===== config.mk =====
export PLATFORM = sky130hd
export DESIGN_NAME = tm2_timer
export DESIGN_NICKNAME = d
export VERILOG_FILES = /design/src/tm2_timer.v
export VERILOG_INCLUDE_DIRS = /design/src /design/src/src
export SDC_FILE = /design/constraint.sdc
export NUM_CORES = 1
export LEC_CHECK = 0
export BUFFER_PORTS_ARGS = -buffer_cell sky130_fd_sc_hd__buf_2
export CORE_ASPECT_RATIO = 1.1
export CORE_UTILIZATION = 45
export DETAILED_ROUTE_END_ITERATION = 8
export PLACE_DENSITY = 0.78
export SYNTH_ARGS = -nofsm -noshare
export SYNTH_HDL_FRONTEND = slang
export SYNTH_SLANG_ARGS = --single-unit

===== constraint.sdc =====
create_clock -name clk -period 3.9 [get_ports clk]
set_input_delay 0.195 -clock clk [delete_from_list [all_inputs] [get_ports clk]]
set_output_delay 0.195 -clock clk [all_outputs]
set_load 0.005 [all_outputs]

===== src/tm2_defs.vh =====
// constants for the 16-bit capture/reload/baud timer
// assumes: included by the timer module only
`ifndef TM2_DEFS_VH
`define TM2_DEFS_VH

// register indices, byte address = 4 * index
`define TM2_IDX_CTRL 8'hc8
`define TM2_IDX_RCAPL 8'hca
`define TM2_IDX_RCAPH 8'hcb
`define TM2_IDX_CNTL 8'hcc
`define TM2_IDX_CNTH 8'hcd
`define TM2_IDX_CKCTL 8'h8e

// timer_two_control bit positions
`define TM2_B_OVF 7
`define TM2_B_EXF 6
`define TM2_B_RCLK 5
`define TM2_B_TRANSMIT_CLOCK_SELECT 4
`define TM2_B_EXEN 3
`define TM2_B_RUN 2
`define TM2_B_CT 1
`define TM2_B_CPRL 0

// clock_control_register rate bit
`define TM2_B_RATE 5

// reset values
`define TM2_RST_CTRL 8'h00
`define TM2_RST_BYTE 8'h00
`define TM2_RST_RATE 1'b0

// prescale divisors in clocks
`define TM2_DIV_SLOW 4'hc
`define TM2_DIV_FAST 4'h4
`define TM2_DIV_BAUD 4'h2

// count limit
`define TM2_CNT_MAX 16'hffff

`endif


===== src/tm2_timer.v =====
// 16-bit timer/counter with capture, auto-reload and baud generation
// assumes: Avalon-MM master on clk, pins asynchronous to clk,
// serial port and interrupt controller outside consume the outputs
//
// Contract
// - the timer always counts as one 16-bit counter
// - overflow flag set on rollover from maximum, cleared only by software
// - overflow flag set by rollover only when both clock selects are zero
// - software writing one to either flag sets it, requesting interrupt
// - external flag set by any enabled trigger edge, baud mode too; software clears
// - receive select picks this timer or timer 1 overflow, modes 1, 3
// - transmit select picks this timer or timer 1 overflow, modes 1, 3
// - trigger edges ignored unless enabled; no trigger capture/reload in baud mode
// - run bit starts counting; cleared it halts counting, an enabled trigger still reloads
// - counter select counts pin falls, else clock divided by 4 or 12
// - baud mode with timer select counts clock divided by 2
// - capture mode trigger copies count into capture registers
// - auto-reload rollover sets flag and loads the reload value
// - auto-reload trigger immediately forces a reload
// - either clock select forces auto-reload, ignoring capture select
// - rollover drives the overflow pin high for exactly one cycle
// - baud mode rollover gives shift tick and reload, no flag
// - baud mode only interrupt source is the external flag
// - rate bit zero divides by 12, one by 4, ignored in baud
`timescale 1ns/1ps
`include "tm2_defs.vh"

module tm2_timer
(
   // clock and reset
   input wire clk,
   input wire rst,
   // avalon-mm slave
   input wire [9:0] address,
   input wire read,
   input wire write,
   input wire [3:0] byteenable,
   input wire [31:0] writedata,
   output reg [31:0] readdata,
   output wire waitrequest,
   // pins
   input wire countInputPin,
   input wire externalTriggerPin,
   output reg overflowOutputPin,
   // serial port side
   input wire [1:0] serialMode,
   input wire timer1Overflow,
   output wire rxBaudTick,
   output wire txBaudTick,
   // interrupt request to controller
   output wire timerIrq
);

   localparam ST_IDLE = 2'b01;
   localparam ST_ACK = 2'b10;
   // reset image of the control register
   localparam [7:0] RST_CTRL = `TM2_RST_CTRL;

   reg [1:0] busSt_r;
   reg [1:0] busSt_nxt;
   reg ovfFlag_r;
   reg extFlag_r;
   reg rxSel_r;
   reg txSel_r;
   reg extEn_r;
   reg run_r;
   reg ctSel_r;
   reg cprlSel_r;
   reg rate_r;
   reg [15:0] cnt_r;
   reg [15:0] cnt_nxt;
   reg [15:0] rcap_r;
   reg [15:0] rcap_nxt;
   reg [3:0] pre_r;
   reg [3:0] preDiv;
   reg baudTick_r;
   reg cntSync1_r;
   reg cntSync2_r;
   reg cntPrev_r;
   reg trgSync1_r;
   reg trgSync2_r;
   reg trgPrev_r;
   reg ovfSet;
   reg extSet;

   wire acc;
   wire ack;
   wire wrEn;
   wire [7:0] idx;
   wire baudMode;
   wire reloadMode;
   wire preTick;
   wire cntFall;
   wire trgFall;
   wire trigger;
   wire inc;
   wire rollover;
   wire serialTimed;
   wire wrCtl;
   wire wrRcapL;
   wire wrRcapH;
   wire wrCntL;
   wire wrCntH;
   wire wrCkCtl;
   wire [7:0] ctrlImage;

   // register decode, one word per index
   function hit;
      input [7:0] a;
      input [7:0] i;
      begin
         hit = (a == i);
      end
   endfunction

   // last prescaler step before the tick
   function lastStep;
      input [3:0] p;
      input [3:0] d;
      begin
         lastStep = (p >= d - 4'h1);
      end
   endfunction

   assign acc = read | write;
   assign ack = (busSt_r == ST_ACK);
   assign waitrequest = acc & ~ack;
   assign idx = address[9:2];
   assign wrEn = write & ack & byteenable[0];

   // per-register write strobes
   assign wrCtl = wrEn & hit(idx, `TM2_IDX_CTRL);
   assign wrRcapL = wrEn & hit(idx, `TM2_IDX_RCAPL);
   assign wrRcapH = wrEn & hit(idx, `TM2_IDX_RCAPH);
   assign wrCntL = wrEn & hit(idx, `TM2_IDX_CNTL);
   assign wrCntH = wrEn & hit(idx, `TM2_IDX_CNTH);
   assign wrCkCtl = wrEn & hit(idx, `TM2_IDX_CKCTL);

   // bus handshake: one wait cycle, answer on the second
   always @*
   begin
      case (busSt_r)
         ST_IDLE:
            busSt_nxt = acc ? ST_ACK : ST_IDLE;
         ST_ACK:
            busSt_nxt = ST_IDLE;
         default:
            busSt_nxt = ST_IDLE;
      endcase
   end

   always @(posedge clk)
   begin
      if (rst)
         busSt_r <= ST_IDLE;
      else
         busSt_r <= busSt_nxt;
   end

   // control register as software reads it
   assign ctrlImage = {ovfFlag_r, extFlag_r, rxSel_r, txSel_r,
      extEn_r, run_r, ctSel_r, cprlSel_r};

   // read data prepared during the wait cycle
   always @(posedge clk)
   begin
      if (rst)
         readdata <= 32'h00000000;
      else if (read & ~ack)
      begin
         if (hit(idx, `TM2_IDX_CTRL))
            readdata <= {24'h000000, ctrlImage};
         else if (hit(idx, `TM2_IDX_RCAPL))
            readdata <= {24'h000000, rcap_r[7:0]};
         else if (hit(idx, `TM2_IDX_RCAPH))
            readdata <= {24'h000000, rcap_r[15:8]};
         else if (hit(idx, `TM2_IDX_CNTL))
            readdata <= {24'h000000, cnt_r[7:0]};
         else if (hit(idx, `TM2_IDX_CNTH))
            readdata <= {24'h000000, cnt_r[15:8]};
         else if (hit(idx, `TM2_IDX_CKCTL))
            readdata <= {26'h0, rate_r, 5'h00};
         else
            readdata <= 32'h00000000;
      end
   end

   always @(posedge clk)
   begin
      if (rst)
      begin
         cntSync1_r <= 1'b1;
         cntSync2_r <= 1'b1;
         cntPrev_r <= 1'b1;
         trgSync1_r <= 1'b1;
         trgSync2_r <= 1'b1;
         trgPrev_r <= 1'b1;
      end
      else
      begin
         cntSync1_r <= countInputPin;
         cntSync2_r <= cntSync1_r;
         cntPrev_r <= cntSync2_r;
         trgSync1_r <= externalTriggerPin;
         trgSync2_r <= trgSync1_r;
         trgPrev_r <= trgSync2_r;
      end
   end

   assign cntFall = cntPrev_r & ~cntSync2_r;
   assign trgFall = trgPrev_r & ~trgSync2_r;

   assign baudMode = rxSel_r | txSel_r;
   assign reloadMode = baudMode | ~cprlSel_r;

   assign trigger = extEn_r & trgFall;

   always @*
   begin
      if (baudMode)
         preDiv = `TM2_DIV_BAUD;
      else if (rate_r)
         preDiv = `TM2_DIV_FAST;
      else
         preDiv = `TM2_DIV_SLOW;
   end

   // free prescaler feeding the timer tick
   always @(posedge clk)
   begin
      if (rst)
         pre_r <= 4'h0;
      else if (lastStep(pre_r, preDiv))
         pre_r <= 4'h0;
      else
         pre_r <= pre_r + 4'h1;
   end

   assign preTick = lastStep(pre_r, preDiv);

   assign inc = run_r & (ctSel_r ? cntFall : preTick);
   assign rollover = inc & (cnt_r == `TM2_CNT_MAX);

   // count, capture and reload
   always @*
   begin
      cnt_nxt = cnt_r;
      rcap_nxt = rcap_r;
      if (inc)
         cnt_nxt = cnt_r + 16'h0001;
      if (rollover & reloadMode)
         cnt_nxt = rcap_r;
      if (trigger & ~baudMode & ~cprlSel_r)
         cnt_nxt = rcap_r;
      if (trigger & ~baudMode & cprlSel_r)
         rcap_nxt = cnt_r;
      if (wrCntL)
         cnt_nxt[7:0] = writedata[7:0];
      if (wrCntH)
         cnt_nxt[15:8] = writedata[7:0];
      if (wrRcapL)
         rcap_nxt[7:0] = writedata[7:0];
      if (wrRcapH)
         rcap_nxt[15:8] = writedata[7:0];
   end

   always @(posedge clk)
   begin
      if (rst)
      begin
         cnt_r <= {`TM2_RST_BYTE, `TM2_RST_BYTE};
         rcap_r <= {`TM2_RST_BYTE, `TM2_RST_BYTE};
      end
      else
      begin
         cnt_r <= cnt_nxt;
         rcap_r <= rcap_nxt;
      end
   end

   // flag set events
   always @*
   begin
      // overflow flag only outside baud mode
      ovfSet = rollover & ~baudMode;
      // external flag, also in baud mode
      extSet = trigger;
   end

   // overflow flag; set beats a software clear
   always @(posedge clk)
   begin
      if (rst)
         ovfFlag_r <= RST_CTRL[`TM2_B_OVF];
      else if (wrCtl)
         ovfFlag_r <= writedata[`TM2_B_OVF] | ovfSet;
      else
         ovfFlag_r <= ovfFlag_r | ovfSet;
   end

   // external flag; set beats a software clear
   always @(posedge clk)
   begin
      if (rst)
         extFlag_r <= RST_CTRL[`TM2_B_EXF];
      else if (wrCtl)
         extFlag_r <= writedata[`TM2_B_EXF] | extSet;
      else
         extFlag_r <= extFlag_r | extSet;
   end

   // mode and run bits of the control register
   always @(posedge clk)
   begin
      if (rst)
      begin
         {rxSel_r, txSel_r} <= RST_CTRL[5:4];
         {extEn_r, run_r, ctSel_r, cprlSel_r} <= RST_CTRL[3:0];
      end
      else if (wrCtl)
      begin
         rxSel_r <= writedata[`TM2_B_RCLK];
         txSel_r <= writedata[`TM2_B_TRANSMIT_CLOCK_SELECT];
         extEn_r <= writedata[`TM2_B_EXEN];
         run_r <= writedata[`TM2_B_RUN];
         ctSel_r <= writedata[`TM2_B_CT];
         cprlSel_r <= writedata[`TM2_B_CPRL];
      end
   end

   // rate bit of the clock control register
   always @(posedge clk)
   begin
      if (rst)
         rate_r <= `TM2_RST_RATE;
      else if (wrCkCtl)
         rate_r <= writedata[`TM2_B_RATE];
   end

   always @(posedge clk)
   begin
      if (rst)
         overflowOutputPin <= 1'b0;
      else
         overflowOutputPin <= rollover;
   end

   always @(posedge clk)
   begin
      if (rst)
         baudTick_r <= 1'b0;
      else
         baudTick_r <= rollover & baudMode;
   end

   // serial clock source select in modes 1 and 3
   assign serialTimed = serialMode[0];
   assign rxBaudTick = serialTimed & (rxSel_r ? baudTick_r : timer1Overflow);
   assign txBaudTick = serialTimed & (txSel_r ? baudTick_r : timer1Overflow);

   // flags raise the request; enable lives in controller
   assign timerIrq = ovfFlag_r | extFlag_r;

endmodule


==> flow_summary.toml, run 1 <==
[timing]
slew_violations = 0
setup_viol = 0
skew_ns = 0.0161
worst_pin_slew_ns = 1.16
slew_headroom_pct = 22.3
fin_crit_ns = 3.26
fmax_mhz = 307
setup_tns_ns = 0
finalCritPeriodShare_pct = 83.5
hold_viol = 0
rsz0062_at_grt = "false"

[power_and_ir_drop]
swShare_pct = 23.9
seq_power_share_pct = 48.3
clockPowerShare_pct = 46.1
power-per-cell-area_mw_per_mm2 = 342
switchingPower_w = 0.000323
leakagePower_nw = 1.55
power_report.internal_total_w = 0.00103
combPwrFrac_pct = 5.6
ir_worst_vdd_mv = 0.139

[routing]
vias = 3301
antenna_left = 0
routed_wirelength_mm = 9.54
dr.first_iter.drc_count = 309
vias_per_cell = 5.82
drtPass1Iterations = 5
avgRoutedWirePerCell_um = 16.8
post-route-drc-count = 0

[outcome]
run_status = "finished, final reports clean"

[cells_and_area]
fin_area_mm2 = 0.00397
diodes = 0
final_layout_size_suffix_gt1_share_pct = 16.3
fillers = 754
fin_nets = 513
areaGrowthSynthToFinish_pct = 7.79

[cts]
cts_tree = "done"
worst_skew_pair.late_latency_ns = 0.36
clock_path_buffers = 2
cts_inserted_buffers = 9
cts_htree_levels = 3
clock-sinks = 63
clkTransAtPathRegs_ns = 0.08
cts_resized = 0
hold_buffers = 0
post_cts_buffers = 0
cts_root_buf = "clkbuf_8"

[global_route]
grt_pass1_vias = 3099
grt_usage_pct = 23.2
antenna_found_initial = 0
grt_overflow = 0
grt_max_degree = 56
grt_pass1_wl_mm = 15.4

[yosys]
ys_types = 57
syn_inst = 433
synth_seq_cells = 63
ys_warn_count = 0
async_flop_share_pct = 0
synth_area_mm2 = 0.00368
synth-edff-count = 0
synth_area_per_cell_um2 = 8.50
ys.flop_type = "dfxtp_1"
yosysSeqAreaShare_pct = 34.3

[critical_path]
startpoint_type = "flop"
crit_slowest_cell = "o21ai_4"
crit_chain = "nor2_1 > inv_1 > ha_1 > a211o_1 > and3_4 > o2111a_2 > o21ai_4 > mux2i_1 > a2111oi_0"
crit_path_start = "rxSel_r"
rr_startpoint = "rxSel_r"
cp.arrival_ns = 3.46
max_stage_delay_ns = 0.58
end_kind = "flop"
critPathRequiredTime_ns = 4.11
critPathMaxFanout = 15
crit_type = "reg2reg"
reg2reg_depth = 9

[die]
ios = 92
floorplan.die_area_mm2 = 0.00854
fp-row-count = 34
coreArea_mm2 = 0.00791
die_w_um = 88.2
die_y_um = 96.8
initial_core_util_pct = 46.5

[place]
port_buffers = 37
post_dp_cell_area_mm2 = 0.00375
gp_congestion = 0.961
place_hpwl_mm = 6.77

[hold_path]
hold_class = "in2reg"
hold_path_depth = 2
min_from = "countInputPin"

[run]
cap_violations = 0
==> flip-flops by register name (all words and copies together), names as in the netlist, 2 cells and up <==
signal	flops
readdata	8
cnt_r	16
busSt_r	2
pre_r	4
rcap_r	16
==> cell families (layout without fill, tap and decap cells) <==
kind of cell | Yosys count | after routing | share of synthesized area, %
muxes | 42 | 42 | 11.4
AOI/OAI and AO/OA | 98 | 98 | 18.3
buffers and inverters | 55 | 58 | 9.56
other | 1 | 24 | 0.102
xor gates and xnor gates | 15 | 15 | 3.57
and+or+nand+nor | 155 | 155 | 21.4
adders and majority gates | 4 | 4 | 1.36
DFF | 63 | 63 | 34.3
==> per-stage QoR <==
step                      utilization (%)  cells  hold WS [ns]  total power [W]  setup WS [ns]
after global placement               47.4    551         0.379         0.000741          0.822
after global routing                 50.1    567        0.0248          0.00141          0.436
after floorplan                         -    456         0.299         0.000729           1.21
final                                50.1    567        0.0213          0.00135          0.644
after CTS                            50.1    567        0.0144          0.00136          0.706
after detailed placement             47.4    551         0.379         0.000744          0.729
==> path summary, 6_finish.rpt <==
path	slack [ns]	endpoint
worst max register to register	0.64	cnt_r[9]
worst min register to register	0.41	cntSync2_r
worst min-delay path	0.02	cntSync1_r
worst max-delay path	0.64	cnt_r[9]
==> power groups by stage <==
stage          registers (W)  logic [W]  clock network, W
2_1_floorplan       0.000668  0.0000603                 0
4_1_cts             0.000654  0.0000750          0.000630
5_1_grt             0.000655  0.0000848          0.000667
3_3_place_gp        0.000669  0.0000725                 0
3_5_place_dp        0.000669  0.0000747                 0
6_report            0.000655  0.0000762          0.000624
==> final cells by class <==
| class | count | area, um^2 | share of cell area (%) |
|---|---|---|---|
| sequential | 63 | 1260 | 31.8 |
| timing repair buffer | 37 | 185 | 4.67 |
| multi-input combinational | 338 | 2150 | 54.3 |
| tap | 108 | 135 | 3.41 |
| inverter | 5 | 18.8 | 0.473 |
| clock buffer | 10 | 128 | 3.22 |
| clock inverter | 6 | 85.1 | 2.15 |
==> placed cells by master, fill, tap and decap left out, types with 7 or more instances in the layout <==
cell,n
mux2i_1,42
or2_2,10
a21oi_1,14
nand2_1,22
nor3_1,13
conb_1,24
xnor2_1,11
dfxtp_1,63
nor2_1,53
buf_2,37
clkbuf_8,9
o21ai_0,31
a211oi_1,18
nand3_1,21
a221oi_1,7
==> metal layers <==
layer / routed length, um / vias to the layer above / track usage, %
li1: - / 1574 / -
met1: 3940 / 1543 / 29.9
met2: 4510 / 162 / 35.7
met3: 776 / 22 / 5.38
met4: 314 / 0 / 11.8
met5: 0 / - / 0
==> critical path, delay by kind of cell (launching register included) <==
kind                     cells  cell delay (ns)
flip-flops                   1             0.36
adder cells (fa/ha/maj)      1             0.31
AND/OR/NAND/NOR              2             0.51
buffers and inverters        1             0.16
multiplexers                 1             0.16
AO/OA/AOI/OAI                4             1.61
==> Yosys cell counts, types with 5 or more instances <==
library cell,count,area [um^2]
a2111oi_0,5,43.8
a2111oi_1,6,60.1
a211oi_1,18,135
a21oi_1,14,70.1
a221oi_1,7,61.3
buf_4,24,180
clkbuf_1,17,63.8
dfxtp_1,63,1260
inv_1,5,18.8
mux2i_1,42,420
nand2_1,22,82.6
nand3_1,21,105
nor2_1,53,199
nor3_1,13,65.1
o21ai_0,31,155
or2_2,10,62.6
or3_1,5,31.3
xnor2_1,11,96.3
No activity file was read; power rests on OpenSTA's default activity.
==> run 2: changes to the inputs <==
==> constraint.sdc (replaced) <==
create_clock -name clk -period 3.2 [get_ports clk]
set_input_delay 0.16 -clock clk [delete_from_list [all_inputs] [get_ports clk]]
set_output_delay 0.16 -clock clk [all_outputs]
set_load 0.005 [all_outputs]
==> run 2 against run 1 <==
Worst hold slack improved by 0.054 ns. Clock skew fell by 0.0032 ns. Worst setup slack got worse by 0.41 ns. Clock-buffer cell count did not move. Sequential share of layout area fell by 0.41 points. Register-to-register slack got worse by 0.41 ns. Global-route usage fell by 0.36 points.
==> flow_summary.toml, run 2 (synthesis gave the netlist of run 1 again) <==
[critical_path]
crit_path_start = "txSel_r"
end_kind = "flop"
crit_type = "reg2reg"
critPathCapture = "cnt_r[13]"
critPathRequiredTime_ns = 3.42
cp.arrival_ns = 3.18
r2r_slack_ns = 0.24
regToRegEndpoint = "cnt_r[13]"
critPathMaxFanout = 15
rr_startpoint = "txSel_r"
startpoint_type = "flop"
reg2reg_depth = 10

[global_route]
grt_pass1_wl_mm = 15.2
grt_usage_pct = 22.9
grt_pass1_vias = 3186
grt_overflow = 0
antenna_found_initial = 0
grt_max_degree = 39

[place]
gp_congestion = 0.945
dp_slack_ns = 0.287
place_hpwl_mm = 6.80
port_buffers = 37

[die]
ios = 92
die_y_um = 96.8
initial_core_util_pct = 46.5
fp-row-count = 34
die_w_um = 88.2
coreArea_mm2 = 0.00791
floorplan.die_area_mm2 = 0.00854

[cts]
clkTransAtPathRegs_ns = 0.08
cts_htree_levels = 3
clock_path_buffers = 2
clock-sinks = 63
cts_root_buf = "clkbuf_8"
post_cts_buffers = 0
cts_inserted_buffers = 9
cts_tree = "done"
worst_skew_pair.late_latency_ns = 0.35

[timing]
fin_ws_ns = 0.238
rsz0062_at_grt = "false"
slew_headroom_pct = 56.8
setup_viol = 0
holdWs_ns = 0.0758
skew_ns = 0.0129
worst_pin_slew_ns = 0.648
setup_tns_ns = 0
fin_crit_ns = 2.96
hold_viol = 0
finalCritPeriodShare_pct = 92.6
slew_violations = 0
fmax_mhz = 338

[cells_and_area]
diodes = 0
final_common_cell = "dfxtp_1"
final_layout_size_suffix_gt1_share_pct = 17.4
fin_nets = 520
reg.largest.list = "cnt_r x16, rcap_r x16, readdata x8"
final_cell_mix = "dfxtp_1, nor2_1, mux2i_1, buf_2, o21ai_0"
areaGrowthSynthToFinish_pct = 9.18

[power_and_ir_drop]
leakagePower_nw = 1.58
ir_worst_vdd_mv = 0.246
power-per-cell-area_mw_per_mm2 = 400

[routing]
vias = 3357
drtPass1Iterations = 6
vias_per_cell = 5.85
routed_wirelength_mm = 9.46
antenna_left = 0
post-route-drc-count = 0
dr.first_iter.drc_count = 328
avgRoutedWirePerCell_um = 16.5

[outcome]
run_status = "finished, final reports clean"

[hold_path]
hold_path_depth = 2
hold_class = "in2reg"

[run]
cap_violations = 0
run 2: changes by cell type in the layout (fill, tap and decap cells not counted), sizes merged:
cell         delta
clkinv          +1
dlygate4sd3     +2
bufinv          -1
inv             +1
buf             +5
clkinvlp        -1
run 2: cell type report:
| cell class | count | area [um^2] |
|---|---|---|
| tap | 108 | 135 |
| sequential | 63 | 1260 |
| clock inverter | 6 | 68.8 |
| clock buffer | 10 | 138 |
| timing repair buffer | 44 | 243 |
| inverter | 5 | 18.8 |
| multi-input combinational | 338 | 2150 |
| fill | 745 | 3900 |
run 2: what timing repair did:
item / 4_1_cts / 5_1_grt
hold buffers: 2 / 0
endpoints found under the hold margin: 2 / 0
resized for setup: 0 / 0
run 2: power by group:
| group | total, W | internal [W] | switching (W) |
|---|---|---|---|
| Clock | 0.000715 | 0.000385 | 0.000330 |
| Sequential | 0.000797 | 0.000793 | 0.00000475 |
| Combinational | 0.0000954 | 0.0000315 | 0.0000639 |
run 2: worst max-delay path, cell delays in order, from the launching register on:
cell	delay, ns
dfxtp_1	0.37
nor2_1	0.29
inv_1	0.15
ha_1	0.29
a211o_1	0.27
and3_4	0.21
o2111a_2	0.29
o21ai_4	0.12
buf_4	0.29
mux2i_1	0.12
a2111oi_1	0.41
run 2: through the flow:
step	instance area (um^2)	power, W	cells	util (%)
2_1_floorplan	3760	0.000888	456	-
3_3_place_gp	3790	0.000905	556	47.9
3_5_place_dp	3790	0.000907	556	47.9
4_1_cts	4020	0.00161	574	50.8
5_1_grt	4020	0.00167	574	50.8
6_report	4020	0.00161	574	50.8
run 2: how the worst min path moves through the flow:
stage | start | to | slack [ns]
final | read | busSt_r[0] | 0.08
after global routing | write | busSt_r[0] | 0.08
after CTS | read | busSt_r[0] | 0.08
after detailed placement | externalTriggerPin | trgSync1_r | 0.34
after global placement | externalTriggerPin | trgSync1_r | 0.34
after floorplan | countInputPin | cntSync1_r | 0.26
run 2: per-layer routing:
layer	vias to the layer above	part of all wire [%]	GRT usage (%)
li1	1580	-	-
met5	-	0	0
met2	177	45	35.3
met4	0	4.7	13.6
met1	1560	42	28.5
met3	40	7.6	5.20
==> run 3: changes to the inputs <==
==> constraint.sdc (replaced) <==
create_clock -name clk -period 3.25 [get_ports clk]
set_input_delay 0.1625 -clock clk [delete_from_list [all_inputs] [get_ports clk]]
set_output_delay 0.1625 -clock clk [all_outputs]
set_load 0.005 [all_outputs]
==> run 3 against run 2 <==
Sequential cell count unchanged. Via count rose by 0.27%. Critical path depth unchanged. Cell area increased by 0.59%. Combinational power shrank 2%. Critical path type unchanged.
==> flow_summary.toml, run 3 (synthesis gave the netlist of run 1 again) <==
[place]
port_buffers = 37
place_hpwl_mm = 7.07
placed_cells = 557
gp_congestion = 0.989

[die]
die_w_um = 88.2
coreArea_mm2 = 0.00791
fp-row-count = 34
ios = 92
initial_core_util_pct = 46.5
floorplan.die_area_mm2 = 0.00854
die_y_um = 96.8

[run]
cap_violations = 0

[cts]
worst_skew_pair.late_latency_ns = 0.35
cts_inserted_buffers = 9
post_cts_buffers = 0
clock_path_buffers = 2
cts_resized = 0
cts_root_buf = "clkbuf_8"
clock-sinks = 63
clkTransAtPathRegs_ns = 0.08
cts_htree_levels = 3
cts_tree = "done"

[timing]
rsz0062_at_grt = "false"
setup_tns_ns = 0
setup_viol = 0
fmax_mhz = 357
slew_violations = 0
holdWs_ns = 0.0850
skew_ns = 0.0136
hold_viol = 0
fin_crit_ns = 2.80
worst_pin_slew_ns = 0.711
slew_headroom_pct = 52.3
finalCritPeriodShare_pct = 86.2

[cells_and_area]
final_core_util_pct = 51.1
fin_nets = 521
regArea_mm2 = 0.00126
fillers = 758
areaGrowthSynthToFinish_pct = 9.83
final_layout_size_suffix_gt1_share_pct = 17.3
final-instance-count-excl-fill = 575
multi_input_area_mm2 = 0.00215
final_common_cell = "dfxtp_1"
final_cell_mix = "dfxtp_1, nor2_1, mux2i_1, buf_2, o21ai_0"
diodes = 0
reg.largest.list = "cnt_r x16, rcap_r x16, readdata x8"

[power_and_ir_drop]
power-per-cell-area_mw_per_mm2 = 410
leakagePower_nw = 1.59
p_total_w = 0.00166
ir_worst_vdd_mv = 0.226

[global_route]
antenna_found_initial = 0
use_met3_pct = 5.03
gr-usage-met2_pct = 38.2
met1_usage_pct = 30.5
grt_usage_pct = 24.4
grt_pass1_vias = 3240
grt_pass1_wl_mm = 16.1
grt_overflow = 0
grt_max_degree = 30
grt_busiest_layer = "met2"

[routing]
drtPass1Iterations = 5
vias_per_cell = 5.85
antenna_left = 0
post-route-drc-count = 0
vias = 3366
avgRoutedWirePerCell_um = 17.4
routed_wirelength_mm = 10.0
dr.first_iter.drc_count = 337

[hold_path]
hold_class = "in2reg"
hold_path_depth = 2

[critical_path]
end_kind = "flop"
crit_type = "reg2reg"
cp.arrival_ns = 3.02
startpoint_type = "flop"
critPathMaxFanout = 15
reg2reg_depth = 10
critPathRequiredTime_ns = 3.47

[outcome]
run_status = "finished, final reports clean"
[run 3: cell type report]
| class | count | share of cell area (%) |
|---|---|---|
| multi-input combinational | 338 | 53.3 |
| sequential | 63 | 31.2 |
| timing repair buffer | 45 | 6.19 |
| clock buffer | 11 | 3.50 |
| tap | 108 | 3.34 |
| clock inverter | 5 | 2.01 |
| inverter | 5 | 0.465 |
[run 3: metrics by stage]
stage	instance area (um^2)	setup slack [ns]
finish	4040	0.448
global route	4040	0.205
CTS	4040	0.465
detailed placement	3800	0.491
global placement	3800	0.593
floorplan	3760	0.564
[run 3: layer usage]
layer  wire length, um  part of all wire, %
met3               747                  7.5
met1              4050                   40
met2              4780                   48
met5                 0                    0
met4               427                  4.3
[run 3: worst paths after layout]
check | startpoint | end | slack [ns]
worst max-delay path | txSel_r | cnt_r[9] | 0.45
worst min-delay path | read | busSt_r[0] | 0.08
worst min register to register | cntSync1_r | cntSync2_r | 0.41
worst max register to register | txSel_r | cnt_r[9] | 0.45
[run 3: report_power, final]
| part | leakage, nW | internal (W) | switching, W | total (W) |
|---|---|---|---|---|
| registers | 0.510 | 0.000780 | 0.00000487 | 0.000785 |
| clock network | 0.110 | 0.000453 | 0.000324 | 0.000777 |
| logic | 0.971 | 0.0000309 | 0.0000628 | 0.0000937 |
| total | 1.59 | 0.00126 | 0.000392 | 0.00166 |
[run 3: critical path, cell delays in order (launching register included)]
cell	delay (ns)
dfxtp_1	0.36
nor2_1	0.18
inv_1	0.11
ha_1	0.29
a211o_1	0.28
and3_4	0.21
o2111a_2	0.28
o21ai_4	0.11
buf_4	0.30
mux2i_1	0.12
a2111oi_0	0.40
[run 3: timing repair]
action	CTS	global route
setup endpoints to repair	0	0
hold buffers	2	0
endpoints found under the hold margin	2	0
